### src/core/dbg_authentication_flag_pkg.sv
package dbg_authentication_flag_pkg;

  localparam int          KEY_WIDTH      = 128;
  localparam int          WORD_WIDTH     = 32;
  localparam int          ADDR_WIDTH     = 12;
  localparam int          KEY_WORDS      = 4;
  localparam int          KEY_MSB        = 127;

  // Register offsets in the debug-only register space.
  localparam logic [11:0] KEY_ENTRY_WORD0_OFS = 12'h000;
  localparam logic [11:0] KEY_ENTRY_WORD1_OFS = 12'h100;
  localparam logic [11:0] KEY_ENTRY_WORD2_OFS = 12'h200;
  localparam logic [11:0] KEY_ENTRY_WORD3_OFS = 12'h300;
  localparam logic [11:0] DEBUG_STATUS_OFS    = 12'h400;
  localparam logic [11:0] DEBUG_CONTROL_OFS   = 12'h410;
  localparam logic [11:0] POWER_STATUS_OFS    = 12'h420;
  localparam logic [11:0] ACCESS_STATUS_OFS   = 12'h430;

  // Field positions.
  localparam int          STAT_AUTHENTICATION_FLAG_BIT    = 0;
  localparam int          STAT_SLEEP_BIT   = 1;
  localparam int          STAT_CLKSTOP_BIT = 2;
  localparam int          CTRL_HALT_BIT    = 0;
  localparam int          CTRL_WAKE_BIT    = 8;
  localparam int          PWR_REQ_BIT      = 28;
  localparam int          PWR_ACK_BIT      = 29;

  // Reset values and the erase key.
  localparam logic [31:0]  KEY_WORD_RESET    = 32'hFFFFFFFF;
  localparam logic [127:0] UNLOCK_CODE_RESET = 128'hFFFFFFFFFFFFFFFFFFFFFFFFFFFFFFFF;
  localparam logic [127:0] ERASE_KEY         = 128'h414C6552415345FFFFFFFFFFFFFFFFFF;

  // Wait after reset release before comparing.
  localparam int          COMPARE_WAIT_NS  = 1000;
  localparam int          CLOCK_PERIOD_NS  = 40;
  localparam int          COMPARE_WAIT_CYC = (COMPARE_WAIT_NS + CLOCK_PERIOD_NS - 1)
                                             / CLOCK_PERIOD_NS;

  typedef enum logic [1:0] {PCM_BOOST, PCM_NORMAL, PCM_BACK_BIAS} power_ctrl_e;
  typedef enum logic [1:0] {PSM_ALL_POWER_ON, PSM_PARTIAL, PSM_MINIMUM} supply_e;
  typedef enum logic [2:0] {LPM_OPERATING, LPM_SLEEP, LPM_SNOOZE, LPM_STANDBY,
                            LPM_DEEP_STANDBY} low_power_e;

  typedef struct packed {
    power_ctrl_e power_ctrl;
    supply_e     supply;
    low_power_e  low_power;
    logic        in_transition;
  } chip_mode_s;

  typedef struct packed {
    logic [11:0] addr;
    logic [31:0] wdata;
    logic        write;
    logic        read;
  } reg_req_s;

endpackage : dbg_authentication_flag_pkg

### src/core/debug_access_authentication.sv
// Summary of operation
// RULE_01: Exact 128-bit key match grants debug access.
// RULE_02: Probe sets debugger enable after passing.
// RULE_03: Stored unlock code resets to all ones.
// RULE_04: Debug entry only operating/sleep, boost or full-power normal.
// RULE_05: Boost-normal moves refused; back-bias emulated.
// RULE_06: Probe sets debugger enable before low power.
// RULE_07: Low power modes allowed during debug.
// RULE_08: Wake request wakes; halt keeps CPU stopped.
// RULE_09: Bus access only awake, stable mode.
// RULE_10: New unlock code applies after reset.
// RULE_11: Key rewrite blocks software system reset.
// RULE_12: Probe loads new code before reset.
// RULE_13: Compare waits fixed time after reset.
// RULE_14: Code MSB zero always refuses.
// RULE_15: All-ones code grants access keylessly.
// RULE_16: Erase key plus reset erases flash.
// RULE_17: Probe requests debug power, awaits acknowledge.
// RULE_18: System port is 0, register port 1.
// RULE_19: Probe writes full key before system port.
// RULE_20: Result shown in status and port bits.
// RULE_21: Probe writes key words in ascending order.
// RULE_22: Status bits: authentication_flag, sleep, clock stopped.
// RULE_23: Halt bit clears when CPU halts.
// RULE_24: Result held until key rewrite or reset.
//
// The strobed register port and the register addresses are this design's own decisions.
`timescale 1ns/1ps
`default_nettype none
module debug_access_authentication
  import dbg_authentication_flag_pkg::*;
#(
  parameter logic [127:0] UNLOCK_DEFAULT = 128'hFFFFFFFFFFFFFFFFFFFFFFFFFFFFFFFF
) (
  input  wire  logic                    clock,
  input  wire  logic                    reset_n,
  input  wire  dbg_authentication_flag_pkg::reg_req_s  req,
  output logic [31:0]                   rdata,
  input  wire  logic [127:0]            programmed_code,
  input  wire  logic                    program_pending,
  input  wire  logic                    cpu_sleeping,
  input  wire  logic                    cpu_halted,
  input  wire  logic                    erase_done,
  input  wire  logic                    power_up_request,
  input  wire  logic                    sw_reset_request,
  input  wire  logic                    mode_change_request,
  input  wire  dbg_authentication_flag_pkg::power_ctrl_e mode_change_target,
  input  wire  dbg_authentication_flag_pkg::chip_mode_s  mode,
  input  wire  logic                    debug_entry_request,
  output logic                          debug_mode,
  output logic                          authentication_flag,
  output logic                          ahb_port_enable,
  output logic                          system_bus_enable,
  output logic                          external_halt_request,
  output logic                          debug_interrupt_request,
  output logic                          wake_without_execute,
  output logic                          power_up_ack,
  output logic                          sw_reset_out,
  output logic                          mode_change_grant,
  output logic                          erase_start,
  output logic                          keep_normal_power
);
  import dbg_authentication_flag_pkg::*;

  logic [3:0]   pin_sync;
  logic         sleep_s;
  logic         halted_s;
  logic         erase_s;
  logic         pwrreq_s;
  logic         entry_ok;
  logic         bus_ok;
  logic [31:0]  key_reg [KEY_WORDS];
  logic [127:0] key_flat;
  logic [127:0] unlock_reg;
  logic         key_written_reg;
  logic         compare_due_reg;
  logic [15:0]  wait_cnt_reg;
  logic         wait_done;
  logic         erase_pending_reg;
  logic         match;
  logic         wr_ctrl;

  dbg_sync #(.WIDTH(4)) u_sync (
    .clock    (clock),
    .reset_n  (reset_n),
    .async_in ({cpu_sleeping, cpu_halted, erase_done, power_up_request}),
    .sync_out (pin_sync)
  );
  assign {sleep_s, halted_s, erase_s, pwrreq_s} = pin_sync;

  dbg_mode_gate u_gate (
    .mode     (mode),
    .entry_ok (entry_ok),
    .bus_ok   (bus_ok)
  );

  function automatic logic is_key_addr(input logic [11:0] a, input int idx);
    return a == (KEY_ENTRY_WORD0_OFS + 12'(idx * 256));
  endfunction : is_key_addr

  assign key_flat = {key_reg[0], key_reg[1], key_reg[2], key_reg[3]};
  assign wr_ctrl  = req.write && req.addr == DEBUG_CONTROL_OFS;

  // Key-entry words, write only.
  for (genvar g = 0; g < KEY_WORDS; g++) begin : g_key
    always_ff @(posedge clock or negedge reset_n) begin
      if (!reset_n) begin
        key_reg[g] <= KEY_WORD_RESET;
      end else if (req.write && is_key_addr(req.addr, g)) begin
        key_reg[g] <= req.wdata;
      end
    end
  end

  // Unlock code is latched once after reset release, so changes only act after reset.
  always_ff @(posedge clock or negedge reset_n) begin
    if (!reset_n) begin
      unlock_reg      <= UNLOCK_CODE_RESET; // [RULE_03]
      compare_due_reg <= 1'b1;
    end else if (compare_due_reg && wait_done) begin
      unlock_reg      <= program_pending ? programmed_code : UNLOCK_DEFAULT; // [RULE_10]
      compare_due_reg <= 1'b0;
    end
  end

  // Startup wait before any comparison.
  always_ff @(posedge clock or negedge reset_n) begin
    if (!reset_n) begin
      wait_cnt_reg <= '0;
    end else if (!wait_done) begin
      wait_cnt_reg <= wait_cnt_reg + 16'h0001; // [RULE_13]
    end
  end
  assign wait_done = wait_cnt_reg >= 16'(COMPARE_WAIT_CYC);

  always_ff @(posedge clock or negedge reset_n) begin
    if (!reset_n) begin
      key_written_reg <= 1'b0;
    end else if (req.write && req.addr <= KEY_ENTRY_WORD3_OFS && req.addr[7:0] == 8'h00) begin
      key_written_reg <= 1'b1; // [RULE_11]
    end
  end

  assign match = (key_flat == unlock_reg) && unlock_reg[KEY_MSB]; // [RULE_01] [RULE_14]

  // Result flag, recomputed on every key write and held in between.
  always_ff @(posedge clock or negedge reset_n) begin
    if (!reset_n) begin
      authentication_flag <= 1'b0;
    end else if (!wait_done || compare_due_reg) begin
      authentication_flag <= 1'b0; // [RULE_13]
    end else if (!unlock_reg[KEY_MSB]) begin
      authentication_flag <= 1'b0; // [RULE_14]
    end else if (unlock_reg == UNLOCK_CODE_RESET) begin
      authentication_flag <= 1'b1; // [RULE_15]
    end else if (!key_written_reg || match) begin
      authentication_flag <= match; // [RULE_24]
    end else begin
      authentication_flag <= match; // [RULE_01]
    end
  end

  // Debug mode entry allowed only from stable operating/sleep states in boost or full-power normal.
  always_ff @(posedge clock or negedge reset_n) begin
    if (!reset_n) begin
      debug_mode <= 1'b0;
    end else if (debug_entry_request && entry_ok && !debug_mode) begin
      debug_mode <= 1'b1; // [RULE_04]
    end
  end

  // Port 0 (system space) gated by result only, bus by result, debug mode and chip mode; port 1 always open.
  always_ff @(posedge clock or negedge reset_n) begin
    if (!reset_n) begin
      ahb_port_enable   <= 1'b0;
      system_bus_enable <= 1'b0;
    end else begin
      ahb_port_enable   <= authentication_flag; // [RULE_18] [RULE_20]
      system_bus_enable <= authentication_flag && debug_mode && bus_ok; // [RULE_09] [RULE_07]
    end
  end

  // Power control transitions during debug mode.
  always_ff @(posedge clock or negedge reset_n) begin
    if (!reset_n) begin
      mode_change_grant <= 1'b0;
      keep_normal_power <= 1'b0;
    end else begin
      mode_change_grant <= mode_change_request &&
        !(debug_mode && ((mode.power_ctrl == PCM_BOOST && mode_change_target == PCM_NORMAL) ||
                         (mode.power_ctrl == PCM_NORMAL && mode_change_target == PCM_BOOST))); // [RULE_05]
      keep_normal_power <= debug_mode && mode.power_ctrl == PCM_BACK_BIAS; // [RULE_05]
    end
  end

  // Halt request clears when CPU halts; set wins over the halt clear.
  always_ff @(posedge clock or negedge reset_n) begin
    if (!reset_n) begin
      external_halt_request <= 1'b0;
    end else if (wr_ctrl) begin
      external_halt_request <= req.wdata[CTRL_HALT_BIT]; // [RULE_23]
    end else if (halted_s) begin
      external_halt_request <= 1'b0; // [RULE_23]
    end
  end

  always_ff @(posedge clock or negedge reset_n) begin
    if (!reset_n) begin
      debug_interrupt_request <= 1'b0;
      wake_without_execute    <= 1'b0;
    end else if (wr_ctrl) begin
      debug_interrupt_request <= req.wdata[CTRL_WAKE_BIT]; // [RULE_08]
      wake_without_execute    <= req.wdata[CTRL_WAKE_BIT] && req.wdata[CTRL_HALT_BIT]; // [RULE_08]
    end
  end

  // Software reset passes through unless keys were rewritten.
  always_ff @(posedge clock or negedge reset_n) begin
    if (!reset_n) begin
      sw_reset_out <= 1'b0;
    end else begin
      sw_reset_out <= sw_reset_request && !key_written_reg; // [RULE_11]
    end
  end

  // Erase on the reset that follows an erase key.
  always_ff @(posedge clock or negedge reset_n) begin
    if (!reset_n) begin
      erase_pending_reg <= 1'b0;
      erase_start       <= 1'b0;
    end else begin
      erase_pending_reg <= compare_due_reg && wait_done && program_pending &&
                           programmed_code == ERASE_KEY; // [RULE_16]
      erase_start       <= erase_pending_reg; // [RULE_16]
    end
  end

  always_ff @(posedge clock or negedge reset_n) begin
    if (!reset_n) begin
      power_up_ack <= 1'b0;
    end else begin
      power_up_ack <= pwrreq_s;
    end
  end

  // Register read data, one cycle after the strobe.
  always_ff @(posedge clock or negedge reset_n) begin
    if (!reset_n) begin
      rdata <= '0;
    end else if (req.read) begin
      rdata <= '0;
      case (req.addr)
        DEBUG_STATUS_OFS: begin
          rdata[STAT_AUTHENTICATION_FLAG_BIT]    <= authentication_flag; // [RULE_22]
          rdata[STAT_SLEEP_BIT]   <= sleep_s;
          rdata[STAT_CLKSTOP_BIT] <= erase_s || halted_s;
        end
        DEBUG_CONTROL_OFS: begin
          rdata[CTRL_HALT_BIT] <= external_halt_request;
          rdata[CTRL_WAKE_BIT] <= debug_interrupt_request;
        end
        POWER_STATUS_OFS: begin
          rdata[PWR_REQ_BIT] <= pwrreq_s;
          rdata[PWR_ACK_BIT] <= power_up_ack;
        end
        ACCESS_STATUS_OFS: rdata[0] <= ahb_port_enable; // [RULE_20]
        default: rdata <= '0;
      endcase
    end else begin
      rdata <= '0;
    end
  end

  property p_match_grants;
    @(posedge clock) disable iff (!reset_n)
    (wait_done && !compare_due_reg && match) |=> authentication_flag;
  endproperty
  a_match_grants: assert property (p_match_grants) // [RULE_01]
    else $error("key match did not grant");
  property p_msb_zero;
    @(posedge clock) disable iff (!reset_n)
    !unlock_reg[KEY_MSB] |=> !authentication_flag;
  endproperty
  a_msb_zero: assert property (p_msb_zero) // [RULE_14]
    else $error("blocked code granted access");
  property p_all_ones;
    @(posedge clock) disable iff (!reset_n)
    (!compare_due_reg && unlock_reg == UNLOCK_CODE_RESET) |=> authentication_flag;
  endproperty
  a_all_ones: assert property (p_all_ones) // [RULE_15]
    else $error("all-ones code did not grant");
  property p_wait;
    @(posedge clock) disable iff (!reset_n)
    !wait_done |=> !authentication_flag;
  endproperty
  a_wait: assert property (p_wait) // [RULE_13]
    else $error("result before startup wait");
  property p_sw_reset;
    @(posedge clock) disable iff (!reset_n)
    key_written_reg |=> !sw_reset_out;
  endproperty
  a_sw_reset: assert property (p_sw_reset) // [RULE_11]
    else $error("software reset passed after key write");
  property p_bus;
    @(posedge clock) disable iff (!reset_n)
    !bus_ok |=> !system_bus_enable;
  endproperty
  a_bus: assert property (p_bus) // [RULE_09]
    else $error("bus open in blocked mode");
  property p_entry;
    @(posedge clock) disable iff (!reset_n)
    (!debug_mode && !entry_ok) |=> !debug_mode;
  endproperty
  a_entry: assert property (p_entry) // [RULE_04]
    else $error("debug entered in forbidden mode");
  property p_port;
    @(posedge clock) disable iff (!reset_n)
    authentication_flag |=> ahb_port_enable == $past(authentication_flag);
  endproperty
  a_port: assert property (p_port) // [RULE_20]
    else $error("port status differs from flag");
  property p_halt;
    @(posedge clock) disable iff (!reset_n)
    (halted_s && !wr_ctrl) |=> !external_halt_request;
  endproperty
  a_halt: assert property (p_halt) // [RULE_23]
    else $error("halt request not cleared");
  c_grant: cover property (@(posedge clock) disable iff (!reset_n) $rose(authentication_flag));
  c_bus: cover property (@(posedge clock) disable iff (!reset_n) $rose(system_bus_enable));
  c_wake: cover property (@(posedge clock) disable iff (!reset_n) wake_without_execute);
endmodule : debug_access_authentication
`default_nettype wire

### src/core/dbg_sync.sv
`timescale 1ns/1ps
`default_nettype none
// Two-stage synchroniser for a group of levels from outside the clock domain.
module dbg_sync #(
  parameter int WIDTH = 1
) (
  input  wire logic             clock,
  input  wire logic             reset_n,
  input  wire logic [WIDTH-1:0] async_in,
  output logic      [WIDTH-1:0] sync_out
);
  logic [WIDTH-1:0] meta_reg;

  always_ff @(posedge clock or negedge reset_n) begin
    if (!reset_n) begin
      meta_reg <= '0;
      sync_out <= '0;
    end else begin
      meta_reg <= async_in;
      sync_out <= meta_reg;
    end
  end
endmodule : dbg_sync
`default_nettype wire

### src/core/dbg_mode_gate.sv
`timescale 1ns/1ps
`default_nettype none
// Decides from the chip's mode whether debug entry and system bus access are allowed.
module dbg_mode_gate
  import dbg_authentication_flag_pkg::*;
(
  input  wire dbg_authentication_flag_pkg::chip_mode_s mode,
  output logic                          entry_ok,
  output logic                          bus_ok
);
  always_comb begin
    entry_ok = 1'b0;
    bus_ok   = 1'b0;
    if (!mode.in_transition &&
        (mode.low_power == LPM_OPERATING || mode.low_power == LPM_SLEEP)) begin
      entry_ok = (mode.power_ctrl == PCM_BOOST) ||
                 (mode.power_ctrl == PCM_NORMAL && mode.supply == PSM_ALL_POWER_ON);
      bus_ok   = 1'b1;
    end
  end
endmodule : dbg_mode_gate
`default_nettype wire

### config.mk
export PLATFORM = sky130hd
export DESIGN_NAME = debug_access_authentication
export DESIGN_NICKNAME = d
export VERILOG_FILES = /design/src/core/dbg_authentication_flag_pkg.sv /design/src/core/debug_access_authentication.sv /design/src/core/dbg_sync.sv /design/src/core/dbg_mode_gate.sv
export SDC_FILE = /design/constraint.sdc
export NUM_CORES = 1
export LEC_CHECK = 0
export BUFFER_PORTS_ARGS = -buffer_cell sky130_fd_sc_hd__buf_2
export CAP_MARGIN = 20
export CORE_MARGIN = 4
export CORE_UTILIZATION = 61
export CTS_CLUSTER_DIAMETER = 60
export CTS_CLUSTER_SIZE = 40
export DETAILED_ROUTE_END_ITERATION = 6
export HOLD_SLACK_MARGIN = 0.03
export PLACE_DENSITY = 0.83
export SYNTH_ARGS = -nofsm -noshare
export SYNTH_HDL_FRONTEND = slang
export SYNTH_SLANG_ARGS = --single-unit
### constraint.sdc
create_clock -name clock -period 5.6 [get_ports clock]
set_input_delay 0.84 -clock clock [delete_from_list [all_inputs] [get_ports clock]]
set_output_delay 0.84 -clock clock [all_outputs]
set_load 0.02 [all_outputs]
== Yosys cells after proc, flatten, opt, wreduce, memory -nomap -nowiden ==
Index checks and enable logic that the tools add are counted.

* Bits in registers: 327
* Input bits: 194
* Output and inout port bits: 44

* Add/subtract/negate cells: 1
* $lt $le $gt $ge: 2
* Eq/ne operators: 14
* Multiplexer cells: 13
* Reductions and logical operators: 41

{| class="wikitable"
|+ Operators with widths
! operator !! number
|-
| $eq A128 B127 Y1 const B || 1
|-
| $eq A128 B128 Y1 || 1
|-
| $eq A128 B128 Y1 const B || 1
|-
| $mux W128 || 1
|-
| $eq A12 B11 Y1 const B || 4
|-
| $mux W30 || 1
|-
| $eq A12 B10 Y1 const B || 2
|-
| $logic_and A1 B1 Y1 || 24
|-
| $add A16 B1 Y16 const B || 1
|-
| $ge A16 B5 Y1 const B || 1
|-
| $eq A12 B9 Y1 const B || 1
|-
| $le A12 B10 Y1 const B || 1
|-
| $logic_not A12 Y1 || 1
|-
| $logic_not A8 Y1 || 1
|-
| $mux W1 || 8
|-
| $logic_not A2 Y1 || 3
|-
| $logic_not A1 Y1 || 5
|-
| $logic_or A1 B1 Y1 || 5
|-
| $eq A2 B1 Y1 const B || 2
|-
| $mux W2 || 2
|-
| $eq A3 B1 Y1 const B || 1
|-
| $logic_not A3 Y1 || 1
|-
| $pmux W1 S3 || 1
|-
| $eq A2 B2 Y1 const B || 1
|-
| $reduce_bool A2 Y1 || 1
|}

== Logic depth before layout (Yosys ltp) ==
Gate-level depths: netlist (run 1).

* Word-level depth: 6
* Depth in mapped cells: 11
* Gate-level depth less buffers: 8

== By module ==
From an unflattened synthesis (run 1), not the netlist that was laid out.

* Cell total of the unflattened synthesis: 1231
* Area, all modules: 14285.0 um2

{| class="wikitable"
|+ Modules (own cells, without submodules)
! module !! times used !! cells each !! area each (um2)
|-
| debug_access_authentication || 1 || 1220 || 14061.0
|-
| dbg_sync || 1 || 8 || 200.2
|-
| dbg_mode_gate || 1 || 3 || 23.8
|}

== Worst setup path before layout (run 1) ==
OpenSTA, ideal clock, no wires.

* Path type: input to register
* From: input req[35] (netlist bit)
* To: register key_reg (netlist bit key_flat[100])
* Setup time: 0.082 ns
* Arrival: 2.263 ns
* Slack: 3.255 ns
* Cell stages on the path: 6
* Path buffers: 1
* Cell sequence: nor4_2 > nand4b_1 > nor4_4 > nand2_1 > buf_1 > mux2_2

* Word-level cells in the longest chain between the ends: 2

{| class="wikitable"
|+ Ends and longest elaborated chain
! element !! line !! RTL
|-
| start: declaration || debug_access_authentication.sv:37 || <nowiki>input wire dbg_authentication_flag_pkg::reg_req_s req,</nowiki>
|-
| $logic_not A12 Y1 || debug_access_authentication.sv:98 || <nowiki>return a == (KEY_ENTRY_WORD0_OFS + 12'(idx * 256));</nowiki>
|-
| $logic_and A1 B1 Y1 || debug_access_authentication.sv:109 || <nowiki>end else if (req.write && is_key_addr(req.addr, g)) begin</nowiki>
|-
| end signal: indexed assignment || debug_access_authentication.sv:110 || <nowiki>key_reg[g] <= req.wdata;</nowiki>
|-
| end: declaration || debug_access_authentication.sv:72 || <nowiki>logic [31:0] key_reg [KEY_WORDS];</nowiki>
|}

Every way passes these cells.
A chain may end at the register's enable or synchronous reset.

== Final worst setup path (run 1) ==
* From: register wait_cnt_reg[5]
* To: register unlock_reg[85]

* Word-level cells in the longest chain between the ends: 2

{| class="wikitable"
|+ Ends and longest elaborated chain
! element !! line !! RTL
|-
| start: declaration || debug_access_authentication.sv:77 || <nowiki>logic [15:0] wait_cnt_reg;</nowiki>
|-
| start signal: assignment || debug_access_authentication.sv:131 || <nowiki>wait_cnt_reg <= wait_cnt_reg + 16'h0001;</nowiki>
|-
| $ge A16 B5 Y1 || debug_access_authentication.sv:134 || <nowiki>assign wait_done = wait_cnt_reg >= 16'(COMPARE_WAIT_CYC);</nowiki>
|-
| $logic_and A1 B1 Y1 || debug_access_authentication.sv:120 || <nowiki>end else if (compare_due_reg && wait_done) begin</nowiki>
|-
| end signal: assignment || debug_access_authentication.sv:121 || <nowiki>unlock_reg <= program_pending ? programmed_code : UNLOCK_DEFAULT;</nowiki>
|-
| end: declaration || debug_access_authentication.sv:74 || <nowiki>logic [127:0] unlock_reg;</nowiki>
|}

Every way passes these cells.

==> metrics.md, run 1 <==
| Metric | Value |
|---|---|
| Syn_area_per_cell | `11.48 um^2` |
| P_sw | `1.038 mW` |
| First-pass GRT wire length | `57.89 mm` |
| HPWL after DPL | `28.58 mm` |
| Net count, final | `1603` |
| Clock network power share | `41.1%` |
| Design Area, Final | `0.01604 mm^2` |
| Minimum clock period | `2739 ps` |
| Critical Path End Type | `flop` |
| Die Y | `160.1 um` |
| Int Pwr | `3.127 mW` |
| PD cells | `259.6 mW/mm^2` |
| Hold Path Cell Cnt | `0` |
| Ant. Diodes | `0` |
| Dpl cell area | `0.01523 mm^2` |
| Seq cells post-synth | `301` |
| Largest net degree at the start of global routing | `129` |
| Clk sinks | `301` |
| Layout cell share with drive strength beyond 1 | `45.78%` |
| Post-Synth XOR/XNOR Area | `8.188%` |
| Storage cell area | `0.007854 mm^2` |
| Clock Pin Slew Worst Setup and Hold Paths | `90 ps` |
| Fillers | `1577` |
| Tcrit/Tclk final | `48.92%` |
| Sequential power share | `52.9%` |
| WHS Endpoint | `u_sync.sync_out[3]` |
| Worst vdd ir | `250.5 uV` |
| Post-route ant nets | `0` |
| R2R Path Start | `wait_cnt_reg[5]` |
| CTS Buffer Depth | `3` |
| Sequential-to-total area share from yosys stat | `55.62%` |
| Part of the power in combinational logic | `6.0%` |
| HP Start | `u_sync.meta_reg[3]` |
| Fin. Hold Viols | `0` |
| Max Clock Freq | `0.3651 GHz` |
| Hold WS | `353.0 ps` |
| Initial Util | `62.18%` |
| Final setup violation count | `0` |
| Switch share | `24.93%` |
| Core area | `0.02271 mm^2` |
| Hold bufs inserted after CTS | `0` |
| Worst-Skew Late Latency | `540 ps` |
| Post-synthesis simple-gate area fraction | `16.91%` |
| Die area | `0.02564 mm^2` |
| Primary FF master, synth | `dfstp_2` |
| Max Slew Vio Count | `0` |
| Root Buffer | `clkbuf_16` |
| Wire per inst | `22.20 um` |
| Post-synth EDFFs | `0` |
| Reg2reg end | `unlock_reg[85]` |
| # IOs | `238` |
| Setup Skew | `19.77 ps` |
| Mapped Cells | `1230` |
| Kind of critical path | `reg2reg` |
| Routed via count | `10120` |
| Area share of fa/ha/maj cells after synthesis | `0.2658%` |
| Number of CTS-inserted buffers | `22` |
| Yosys warning count | `0` |
| Routed WL | `37.90 mm` |
| Synth Area in Compound Gates | `5.051%` |
| Remaining DRCs | `0` |
| Area of the multi-input gates | `0.005868 mm^2` |
| Row cnt | `55` |
| Hold Path Class | `reg2reg` |
| Pleak | `7.616 nW` |
| Ys async rst share | `100.0%` |
| Mux contribution to synthesized area | `10.44%` |
| Number of global-route vias before repair | `10300` |
| Startpoint types | `flop` |
| Syn Std Cell Area | `0.01412 mm^2` |
| Post-cts sizing count | `0` |
| Main combinational cell family by area after synthesis | `simple AND/OR/NAND/NOR gates` |
| Initial DRC Count | `851` |
| Critical path arrival | `3180 ps` |
| Status | `complete, no violations` |
| Worst-path fanout max | `116` |
| Initial DRT Pass Iterations | `5` |
| GR Overflow Total | `0` |
| RePlAce Congestion | `0.9561` |
| Area share of the largest cell type after synthesis | `47.82%` |
| Setup Buffers After CTS | `0` |
| Initial antenna violation count | `2` |
| Rel. slew slack | `38.31%` |
| Area contributors post-synth | `dfstp_2 (48%), mux2_2 (10%), xor2_1 (8.0%)` |
| Global Route Usage Sum | `28.94%` |
| CP required | `6040 ps` |
| Area grow syn2layout | `13.62%` |
| PortBufs | `210` |
| Reg2reg path depth | `7` |
| Setup_tns | `0 ps` |
| CTS tree | `done` |
| Max cap viols | `0` |
| Post-synth top area cell | `dfstp_2` |
| RSZ-0062 raised after global routing | `no` |
| R2R setup slack | `2860 ps` |
| Die Wd | `160.1 um` |
| H-tree depth | `1` |
| Count of cell types in the netlist | `43` |
| Via density | `5.926` |
| Actual slew at the worst max-slew pin | `925.3 ps` |
-- cell usage after synthesis (3+ instances only) --
| library cell | number |
|---|---|
| and3_1 | 3 |
| buf_1 | 3 |
| buf_2 | 23 |
| buf_4 | 26 |
| clkbuf_1 | 39 |
| dfrtp_1 | 44 |
| dfstp_2 | 257 |
| ha_1 | 3 |
| inv_1 | 4 |
| mux2_2 | 130 |
| nand2_1 | 135 |
| nand2b_1 | 3 |
| nand3_1 | 3 |
| nand4_1 | 64 |
| nand4b_1 | 4 |
| nor2_1 | 10 |
| nor2b_1 | 128 |
| nor3_1 | 4 |
| nor4_1 | 52 |
| nor4b_1 | 6 |
| o21ai_0 | 131 |
| xnor2_1 | 3 |
| xor2_1 | 129 |
-- placed cells by master (no fill, tap or decap), drive strengths merged, types with 2 or more instances in the layout --
cell	count
a31oi	3
a41o	2
and2	2
and3	3
and4b	2
buf	219
clkbuf	23
clkinv	6
clkinvlp	2
conb	26
dfrtp	44
dfstp	257
ha	3
inv	12
mux2	130
nand2	135
nand2b	4
nand3	3
nand3b	2
nand4	64
nand4b	4
nor2	10
nor2b	128
nor3	4
nor4	54
nor4b	6
nor4bb	2
o21ai	131
xnor2	3
xor2	129
-- worst max-delay path by stage --
stage	from	to	cells after the start
floorplan	req[35]	key_flat[100]	6
detailed placement	wait_cnt_reg[5]	unlock_reg[85]	6
global route	wait_cnt_reg[14]	unlock_reg[78]	8
CTS	wait_cnt_reg[5]	unlock_reg[85]	6
finish	wait_cnt_reg[5]	unlock_reg[85]	7
global placement	wait_cnt_reg[5]	unlock_reg[84]	6
-- final cells by class --
type                    count  share of cell area, %
flip-flops and latches    301                  48.95
multi-input cells         858                  36.58
repair buffers            219                  7.238
clock buffers              23                  3.455
well taps                 285                  2.223
clock inverters            17                  1.458
inverters                   4                0.09359
-- worst max-delay path, stage by stage (launching register included) --
cell      delay [ps]
dfrtp_1          380
nor4_1           300
nand3_1          140
a31oi_2          390
nand2b_4         270
buf_16           320
buf_4            550
o21ai_0          210
-- stage by stage --
| stage | total power, mW | setup slack, ps | utilization (%) | instances |
|---|---|---|---|---|
| after floorplan | 2.333 | 3255 | - | 1255 |
| after global placement | 2.483 | 2582 | 67.05 | 1666 |
| after detailed placement | 2.488 | 2456 | 67.05 | 1666 |
| after CTS | 4.188 | 2438 | 70.52 | 1706 |
| after global routing | 4.297 | 2520 | 70.64 | 1707 |
| final | 4.165 | 2861 | 70.64 | 1707 |
-- cells by family after synthesis --
kind of cell,count (synthesis)
fa+ha+maj,3
simple gates,428
flops,301
mux,131
other cells,1
xor+xnor,132
buf+inv,96
compound gates,138
-- power by group through the flow --
stage | Clock (mW) | Combinational [mW] | Sequential (mW)
2_1_floorplan | 0 | 0.0895 | 2.24
3_3_place_gp | 0 | 0.244 | 2.24
3_5_place_dp | 0 | 0.248 | 2.24
4_1_cts | 1.73 | 0.249 | 2.21
5_1_grt | 1.82 | 0.273 | 2.21
6_report | 1.71 | 0.249 | 2.20
-- per-layer routing --
| layer | share of wire (%) | vias up | track usage, % | wire, um |
|---|---|---|---|---|
| met5 | 0.021 | - | 0 | 8 |
| met4 | 4.5 | 2 | 10.72 | 1718 |
| met3 | 8.7 | 112 | 6.968 | 3311 |
| met2 | 49 | 447 | 48.42 | 18630 |
| met1 | 38 | 5000 | 36.88 | 14230 |
| li1 | - | 4555 | - | - |
No activity file was read; power rests on OpenSTA's default activity.
==> run 2, diff against run 1 <==
--- a/config.mk
+++ b/config.mk
@@ -8,12 +8,12 @@
 export BUFFER_PORTS_ARGS = -buffer_cell sky130_fd_sc_hd__buf_2
 export CAP_MARGIN = 20
 export CORE_MARGIN = 4
-export CORE_UTILIZATION = 61
+export CORE_UTILIZATION = 51
 export CTS_CLUSTER_DIAMETER = 60
 export CTS_CLUSTER_SIZE = 40
 export DETAILED_ROUTE_END_ITERATION = 6
 export HOLD_SLACK_MARGIN = 0.03
-export PLACE_DENSITY = 0.83
+export PLACE_DENSITY = 0.73
 export SYNTH_ARGS = -nofsm -noshare
 export SYNTH_HDL_FRONTEND = slang
 export SYNTH_SLANG_ARGS = --single-unit
==> constraint.sdc (replaced) <==
create_clock -name clock -period 2.3 [get_ports clock]
set_input_delay 0.345 -clock clock [delete_from_list [all_inputs] [get_ports clock]]
set_output_delay 0.345 -clock clock [all_outputs]
set_load 0.02 [all_outputs]
==> run 2 against run 1 <==
Net effect:
- hold slack worse by 290 ps
- non-clock buffer count grew 24
- sequential cell count did not move
- first-iteration DRC count is 20% lower
- wire length rose by 4.4%
- via count fell by 1.9%
- clock skew fell by 4.9 ps
- global-route usage is 3.3 points lower
- clock-buffer cell count grew 1
- sequential power grew 140%
- utilization is 10 points lower
- critical endpoint is now authentication_flag
- largest power group unchanged
- highest routed layer unchanged
==> metrics.md, run 2 (synthesized netlist as in run 1, its figures left out) <==
| Metric | Value |
|---|---|
| Clk sinks | `301 (unchanged)` |
| Place WS | `27.68 ps (was 2456 ps)` |
| Startpoint types | `flop (unchanged)` |
| Storage cell area | `0.007854 mm^2 (unchanged)` |
| Max Slew Vio Count | `0 (unchanged)` |
| Worst-path fanout max | `2 (was 116)` |
| Routed WL | `39.58 mm (was 37.90 mm)` |
| Max cap viols | `0 (unchanged)` |
| Setup_tns | `0 ps (unchanged)` |
| Net count, final | `1627 (was 1603)` |
| PD cells | `612.0 mW/mm^2 (was 259.6 mW/mm^2)` |
| Status | `complete, no violations (unchanged)` |
| RSZ-0062 raised after global routing | `no (unchanged)` |
| Largest net degree at the start of global routing | `94 (was 129)` |
| Critical path arrival | `2560 ps (was 3180 ps)` |
| Routed via count | `9927 (was 10120)` |
| RePlAce Congestion | `0.9312 (was 0.9561)` |
| CP required | `2720 ps (was 6040 ps)` |
| Fillers | `2211 (was 1577)` |
| Tcrit/Tclk final | `92.86% (was 48.92%)` |
| GR Overflow Total | `0 (unchanged)` |
| Core area | `0.02710 mm^2 (was 0.02271 mm^2)` |
| First-pass GRT wire length | `60.17 mm (was 57.89 mm)` |
| Rel. slew slack | `57.49% (was 38.31%)` |
| Root Buffer | `clkbuf_16 (unchanged)` |
| Kind of critical path | `reg2reg (unchanged)` |
| Initial DRT Pass Iterations | `5 (unchanged)` |
| Initial DRC Count | `677 (was 851)` |
| PortBufs | `210 (unchanged)` |
| H-tree depth | `1 (unchanged)` |
| Area of the multi-input gates | `0.005876 mm^2 (was 0.005868 mm^2)` |
| Max Clock Freq | `0.4682 GHz (was 0.3651 GHz)` |
| Dpl cell area | `0.01559 mm^2 (was 0.01523 mm^2)` |
| HPWL after DPL | `30.50 mm (was 28.58 mm)` |
| Remaining DRCs | `0 (unchanged)` |
| Row cnt | `60 (was 55)` |
| Setup Buffers After CTS | `0 (unchanged)` |
| Worst vdd ir | `417.0 uV (was 250.5 uV)` |
| Commonest cells after routing, fill and taps aside | `dfstp_2 (257), buf_2 (209), nand2_1 (135) (was dfstp_2 (257), buf_2 (209), nand2_1 (134))` |
| Actual slew at the worst max-slew pin | `631.9 ps (was 925.3 ps)` |
| Worst Slack Setup Final | `164.2 ps (was 2861 ps)` |
| Minimum clock period | `2136 ps (was 2739 ps)` |
| # IOs | `238 (unchanged)` |
| Via density | `5.463 (was 5.926)` |
| Final setup violation count | `0 (unchanged)` |
| CTS Buffer Depth | `3 (unchanged)` |
| Number of global-route vias before repair | `10240 (was 10300)` |
| Number of CTS-inserted buffers | `22 (unchanged)` |
| Critical Path End Type | `flop (unchanged)` |
| Initial Util | `52.10% (was 62.18%)` |
| Initial antenna violation count | `1 (was 2)` |
| Clock Pin Slew Worst Setup and Hold Paths | `90 ps (about the same)` |
| Die Wd | `174.4 um (was 160.1 um)` |
| Wire per inst | `21.78 um (was 22.20 um)` |
| CTS tree | `done (unchanged)` |
| Post-route ant nets | `0 (unchanged)` |
| Fin. Hold Viols | `0 (unchanged)` |
| Area grow syn2layout | `16.37% (was 13.62%)` |
| Layout cell share with drive strength beyond 1 | `46.16% (was 45.78%)` |
| Design Area, Final | `0.01643 mm^2 (was 0.01604 mm^2)` |
| Setup Skew | `14.84 ps (was 19.77 ps)` |
| Die Y | `174.4 um (was 160.1 um)` |
| Most common cell after layout, fill and taps aside | `dfstp_2 (unchanged)` |
| Pleak | `7.759 nW (was 7.616 nW)` |
| Worst-Skew Late Latency | `530 ps (was 540 ps)` |
| Global Route Usage Sum | `25.62% (was 28.94%)` |
| Hold Path Class | `in2reg (was reg2reg)` |
| Ant. Diodes | `0 (unchanged)` |
| Die area | `0.03041 mm^2 (was 0.02564 mm^2)` |
[run 2: final cells by class]
| class | instances | area share [%] |
|---|---|---|
| flip-flops and latches | 301 | 47.80 |
| multi-input cells | 858 | 35.76 |
| well taps | 372 | 2.833 |
| inverters | 4 | 0.09138 |
| clock buffers | 24 | 3.526 |
| repair buffers | 243 | 8.948 |
| clock inverters | 15 | 1.043 |
[run 2: repair_timing]
item / CTS / global route
hold buffers: 8 / 0
endpoints found under the hold margin: 40 / 0
resized for setup: 0 / 3
endpoints found under the setup margin: 0 / 11
[run 2: power by group]
part | switching (mW) | internal [mW] | leakage [nW]
registers | 0.0179 | 5.35 | 3.24
clock network | 2.10 | 1.95 | 0.360
logic | 0.395 | 0.248 | 4.16
[run 2: worst paths after layout]
kind,to,start,depth (start not counted),slack (ps)
min in group asynchronous,unlock_reg[80],reset_n,2,550
worst min-delay path,keep_normal_power,mode[7],3,60
worst min register to register,erase_start,erase_pending_reg,0,350
worst max register to register,authentication_flag,key_flat[37],6,160
worst max-delay path,authentication_flag,key_flat[37],6,160
max in group asynchronous,key_flat[32],reset_n,3,1270
[run 2: stage by stage]
step	power [mW]	std cells	util, %	hold WS, ps
after CTS	10.13	1817	60.58	37.27
after global placement	6.078	1770	57.51	333.7
after detailed placement	6.087	1770	57.51	337.8
after global routing	10.42	1817	60.63	56.85
final	10.06	1817	60.63	61.64
after floorplan	5.681	1255	-	49.41
[run 2: critical path, cell delays in order, from the launching register on]
cell     delay (ps)
dfstp_2         610
xor2_1          130
nor4_1          400
nand4_1         240
nor4_1          210
a21oi_1         180
nor4b_1         260
[run 2: layer usage]
layer	routed length [um]	vias to the layer above	global-route usage (%)
li1	-	4591	-
met1	16400	4970	33.83
met2	19520	295	43.21
met3	2447	69	5.307
met4	1198	2	6.928
met5	13	-	0
==> run 3, diff against run 2 <==
--- a/config.mk
+++ b/config.mk
@@ -14,6 +14,7 @@
 export DETAILED_ROUTE_END_ITERATION = 6
 export HOLD_SLACK_MARGIN = 0.03
 export PLACE_DENSITY = 0.73
+export RECOVER_POWER = 50
 export SYNTH_ARGS = -nofsm -noshare
 export SYNTH_HDL_FRONTEND = slang
 export SYNTH_SLANG_ARGS = --single-unit
==> run 3 against run 2 <==
Net effect:
- clock-buffer cell count unchanged
- clock power about the same
- via count up 0.30%
- largest power group unchanged
- global-route usage unchanged
- register-to-register slack about the same
- fmax grew 0.64%
- critical path type unchanged
- design area fell by 0.30%
- largest cell class unchanged
==> metrics.md, run 3 (synthesized netlist as in run 1, its figures left out) <==
| Metric | Value |
|---|---|
| Rel. slew slack | `35.98% (was 57.49%)` |
| PortBufs | `210 (unchanged)` |
| Area grow syn2layout | `16.01% (was 16.37%)` |
| Row cnt | `60 (unchanged)` |
| Number of CTS-inserted buffers | `22 (unchanged)` |
| CP required | `2720 ps (about the same)` |
| Pleak | `7.736 nW (was 7.759 nW)` |
| HPWL after DPL | `30.50 mm (unchanged)` |
| RePlAce Congestion | `0.9312 (unchanged)` |
| Number of global-route vias before repair | `10240 (unchanged)` |
| Max cap viols | `0 (unchanged)` |
| Wire per inst | `21.74 um (was 21.78 um)` |
| Largest net degree at the start of global routing | `94 (unchanged)` |
| Die Wd | `174.4 um (unchanged)` |
| Die Y | `174.4 um (unchanged)` |
| Hold Path Class | `in2reg (unchanged)` |
| Actual slew at the worst max-slew pin | `960.3 ps (was 631.9 ps)` |
| Worst-path fanout max | `2 (unchanged)` |
| RSZ-0062 raised after global routing | `no (unchanged)` |
| Final setup violation count | `0 (unchanged)` |
| Remaining DRCs | `0 (unchanged)` |
| Clock Pin Slew Worst Setup and Hold Paths | `90 ps (about the same)` |
| Slowest cell on crit path | `dfstp_2 (unchanged)` |
| Initial DRC Count | `669 (was 677)` |
| Max incr delay on CP | `600 ps (was 610 ps)` |
| Tcrit/Tclk final | `92.27% (was 92.86%)` |
| Commonest cells after routing, fill and taps aside | `dfstp_2 (257), buf_2 (207), nand2_1 (135) (was dfstp_2 (257), buf_2 (209), nand2_1 (135))` |
| Setup_tns | `0 ps (unchanged)` |
| Kind of critical path | `reg2reg (unchanged)` |
| CP dominant cell by count | `nor4_1 (unchanged)` |
| CP bufs+invs | `0 (unchanged)` |
| Most common cell after layout, fill and taps aside | `dfstp_2 (unchanged)` |
| # IOs | `238 (unchanged)` |
| Routed WL | `39.50 mm (was 39.58 mm)` |
| Clk sinks | `301 (unchanged)` |
| Setup Buffers After CTS | `0 (unchanged)` |
| Via density | `5.480 (was 5.463)` |
| Place WS | `27.68 ps (unchanged)` |
| Worst-Skew Late Latency | `530 ps (about the same)` |
| Layout cell share with drive strength beyond 1 | `46.02% (was 46.16%)` |
| Net count, final | `1627 (unchanged)` |
| CTS Buffer Depth | `3 (unchanged)` |
| Minimum clock period | `2122 ps (was 2136 ps)` |
| Status | `complete, no violations (unchanged)` |
| Max Slew Vio Count | `0 (unchanged)` |
| Post-route ant nets | `0 (unchanged)` |
| Fin. Hold Viols | `0 (unchanged)` |
| Die area | `0.03041 mm^2 (unchanged)` |
| Ant. Diodes | `0 (unchanged)` |
| Critical path arrival | `2540 ps (was 2560 ps)` |
| CP delay by family, top | `simple AND/OR/NAND/NOR gates (unchanged)` |
| H-tree depth | `1 (unchanged)` |
| Core area | `0.02710 mm^2 (unchanged)` |
| Root Buffer | `clkbuf_16 (unchanged)` |
| CP Cell Sequence | `xor2_1 > nor4_1 > nand4_1 > nor4_1 > a21oi_1 > nor4b_1 (unchanged)` |
| CTS tree | `done (unchanged)` |
| PD cells | `612.8 mW/mm^2 (was 612.0 mW/mm^2)` |
| Worst vdd ir | `418.5 uV (was 417.0 uV)` |
| Routed via count | `9957 (was 9927)` |
| Initial DRT Pass Iterations | `5 (unchanged)` |
| Initial Util | `52.10% (unchanged)` |
| Startpoint types | `flop (unchanged)` |
| GR Overflow Total | `0 (unchanged)` |
| Critical Path End Type | `flop (unchanged)` |
| Max Clock Freq | `0.4712 GHz (was 0.4682 GHz)` |
| Worst Slack Setup Final | `177.8 ps (was 164.2 ps)` |
| Initial antenna violation count | `1 (unchanged)` |
| First-pass GRT wire length | `60.17 mm (unchanged)` |
| Global Route Usage Sum | `25.62% (unchanged)` |
| Setup Skew | `16.21 ps (was 14.84 ps)` |
[run 3: worst paths after layout]
check,startpoint,end,slack (ps),cells past startpoint
max reg2reg,key_flat[37],authentication_flag,180,6
max in group asynchronous,reset_n,wait_cnt_reg[4],330,3
min,mode[7],keep_normal_power,60,3
min in group asynchronous,reset_n,unlock_reg[78],940,2
max,key_flat[37],authentication_flag,180,6
min reg2reg,erase_pending_reg,erase_start,350,0
[run 3: final cells by class]
| type | instances | area, um^2 |
|---|---|---|
| flip-flops and latches | 301 | 7854 |
| well taps | 372 | 465.4 |
| repair buffers | 243 | 1420 |
| fillers | 2219 | 10720 |
| inverters | 4 | 15.01 |
| clock buffers | 24 | 579.3 |
| clock inverters | 15 | 171.4 |
| multi-input cells | 858 | 5876 |
[run 3: layer usage]
layer / share of wire, % / vias up / GRT usage (%)
met5: 0.033 / - / 0
met4: 3.1 / 2 / 6.928
met3: 6.0 / 71 / 5.307
met2: 50 / 299 / 43.21
met1: 41 / 4992 / 33.83
li1: - / 4593 / -
[run 3: power breakdown]
part           switching (mW)  internal (mW)  leakage, nW
sequential             0.0180           5.35         3.24
combinational           0.392          0.238         4.14
clock                    2.09           1.95        0.360
total                    2.51           7.53         7.74
[run 3: per-stage QoR]
stage	cells	hold slack, ps	power, mW	utilization [%]	instance area, um^2
floorplan	1255	49.41	5.681	-	14210
global placement	1770	333.7	6.078	57.51	15590
detailed placement	1770	337.8	6.087	57.51	15590
CTS	1817	37.27	10.13	60.58	16420
global route	1817	57.78	10.41	60.44	16380
finish	1817	60.31	10.04	60.44	16380
[run 3: what timing repair did]
item                                    CTS  global route
gates resized for setup                   0             3
hold endpoints to repair                 40             0
hold buffers                              8             0
endpoints found under the setup margin    0            11
[run 3: worst register-to-register path: cells and delay by family, from the launching register on]
| family | cells | cell delay (ps) |
|---|---|---|
| AO/OA/AOI/OAI | 1 | 170 |
| XOR/XNOR | 1 | 130 |
| AND/OR/NAND/NOR | 4 | 1120 |
| flip-flops | 1 | 600 |
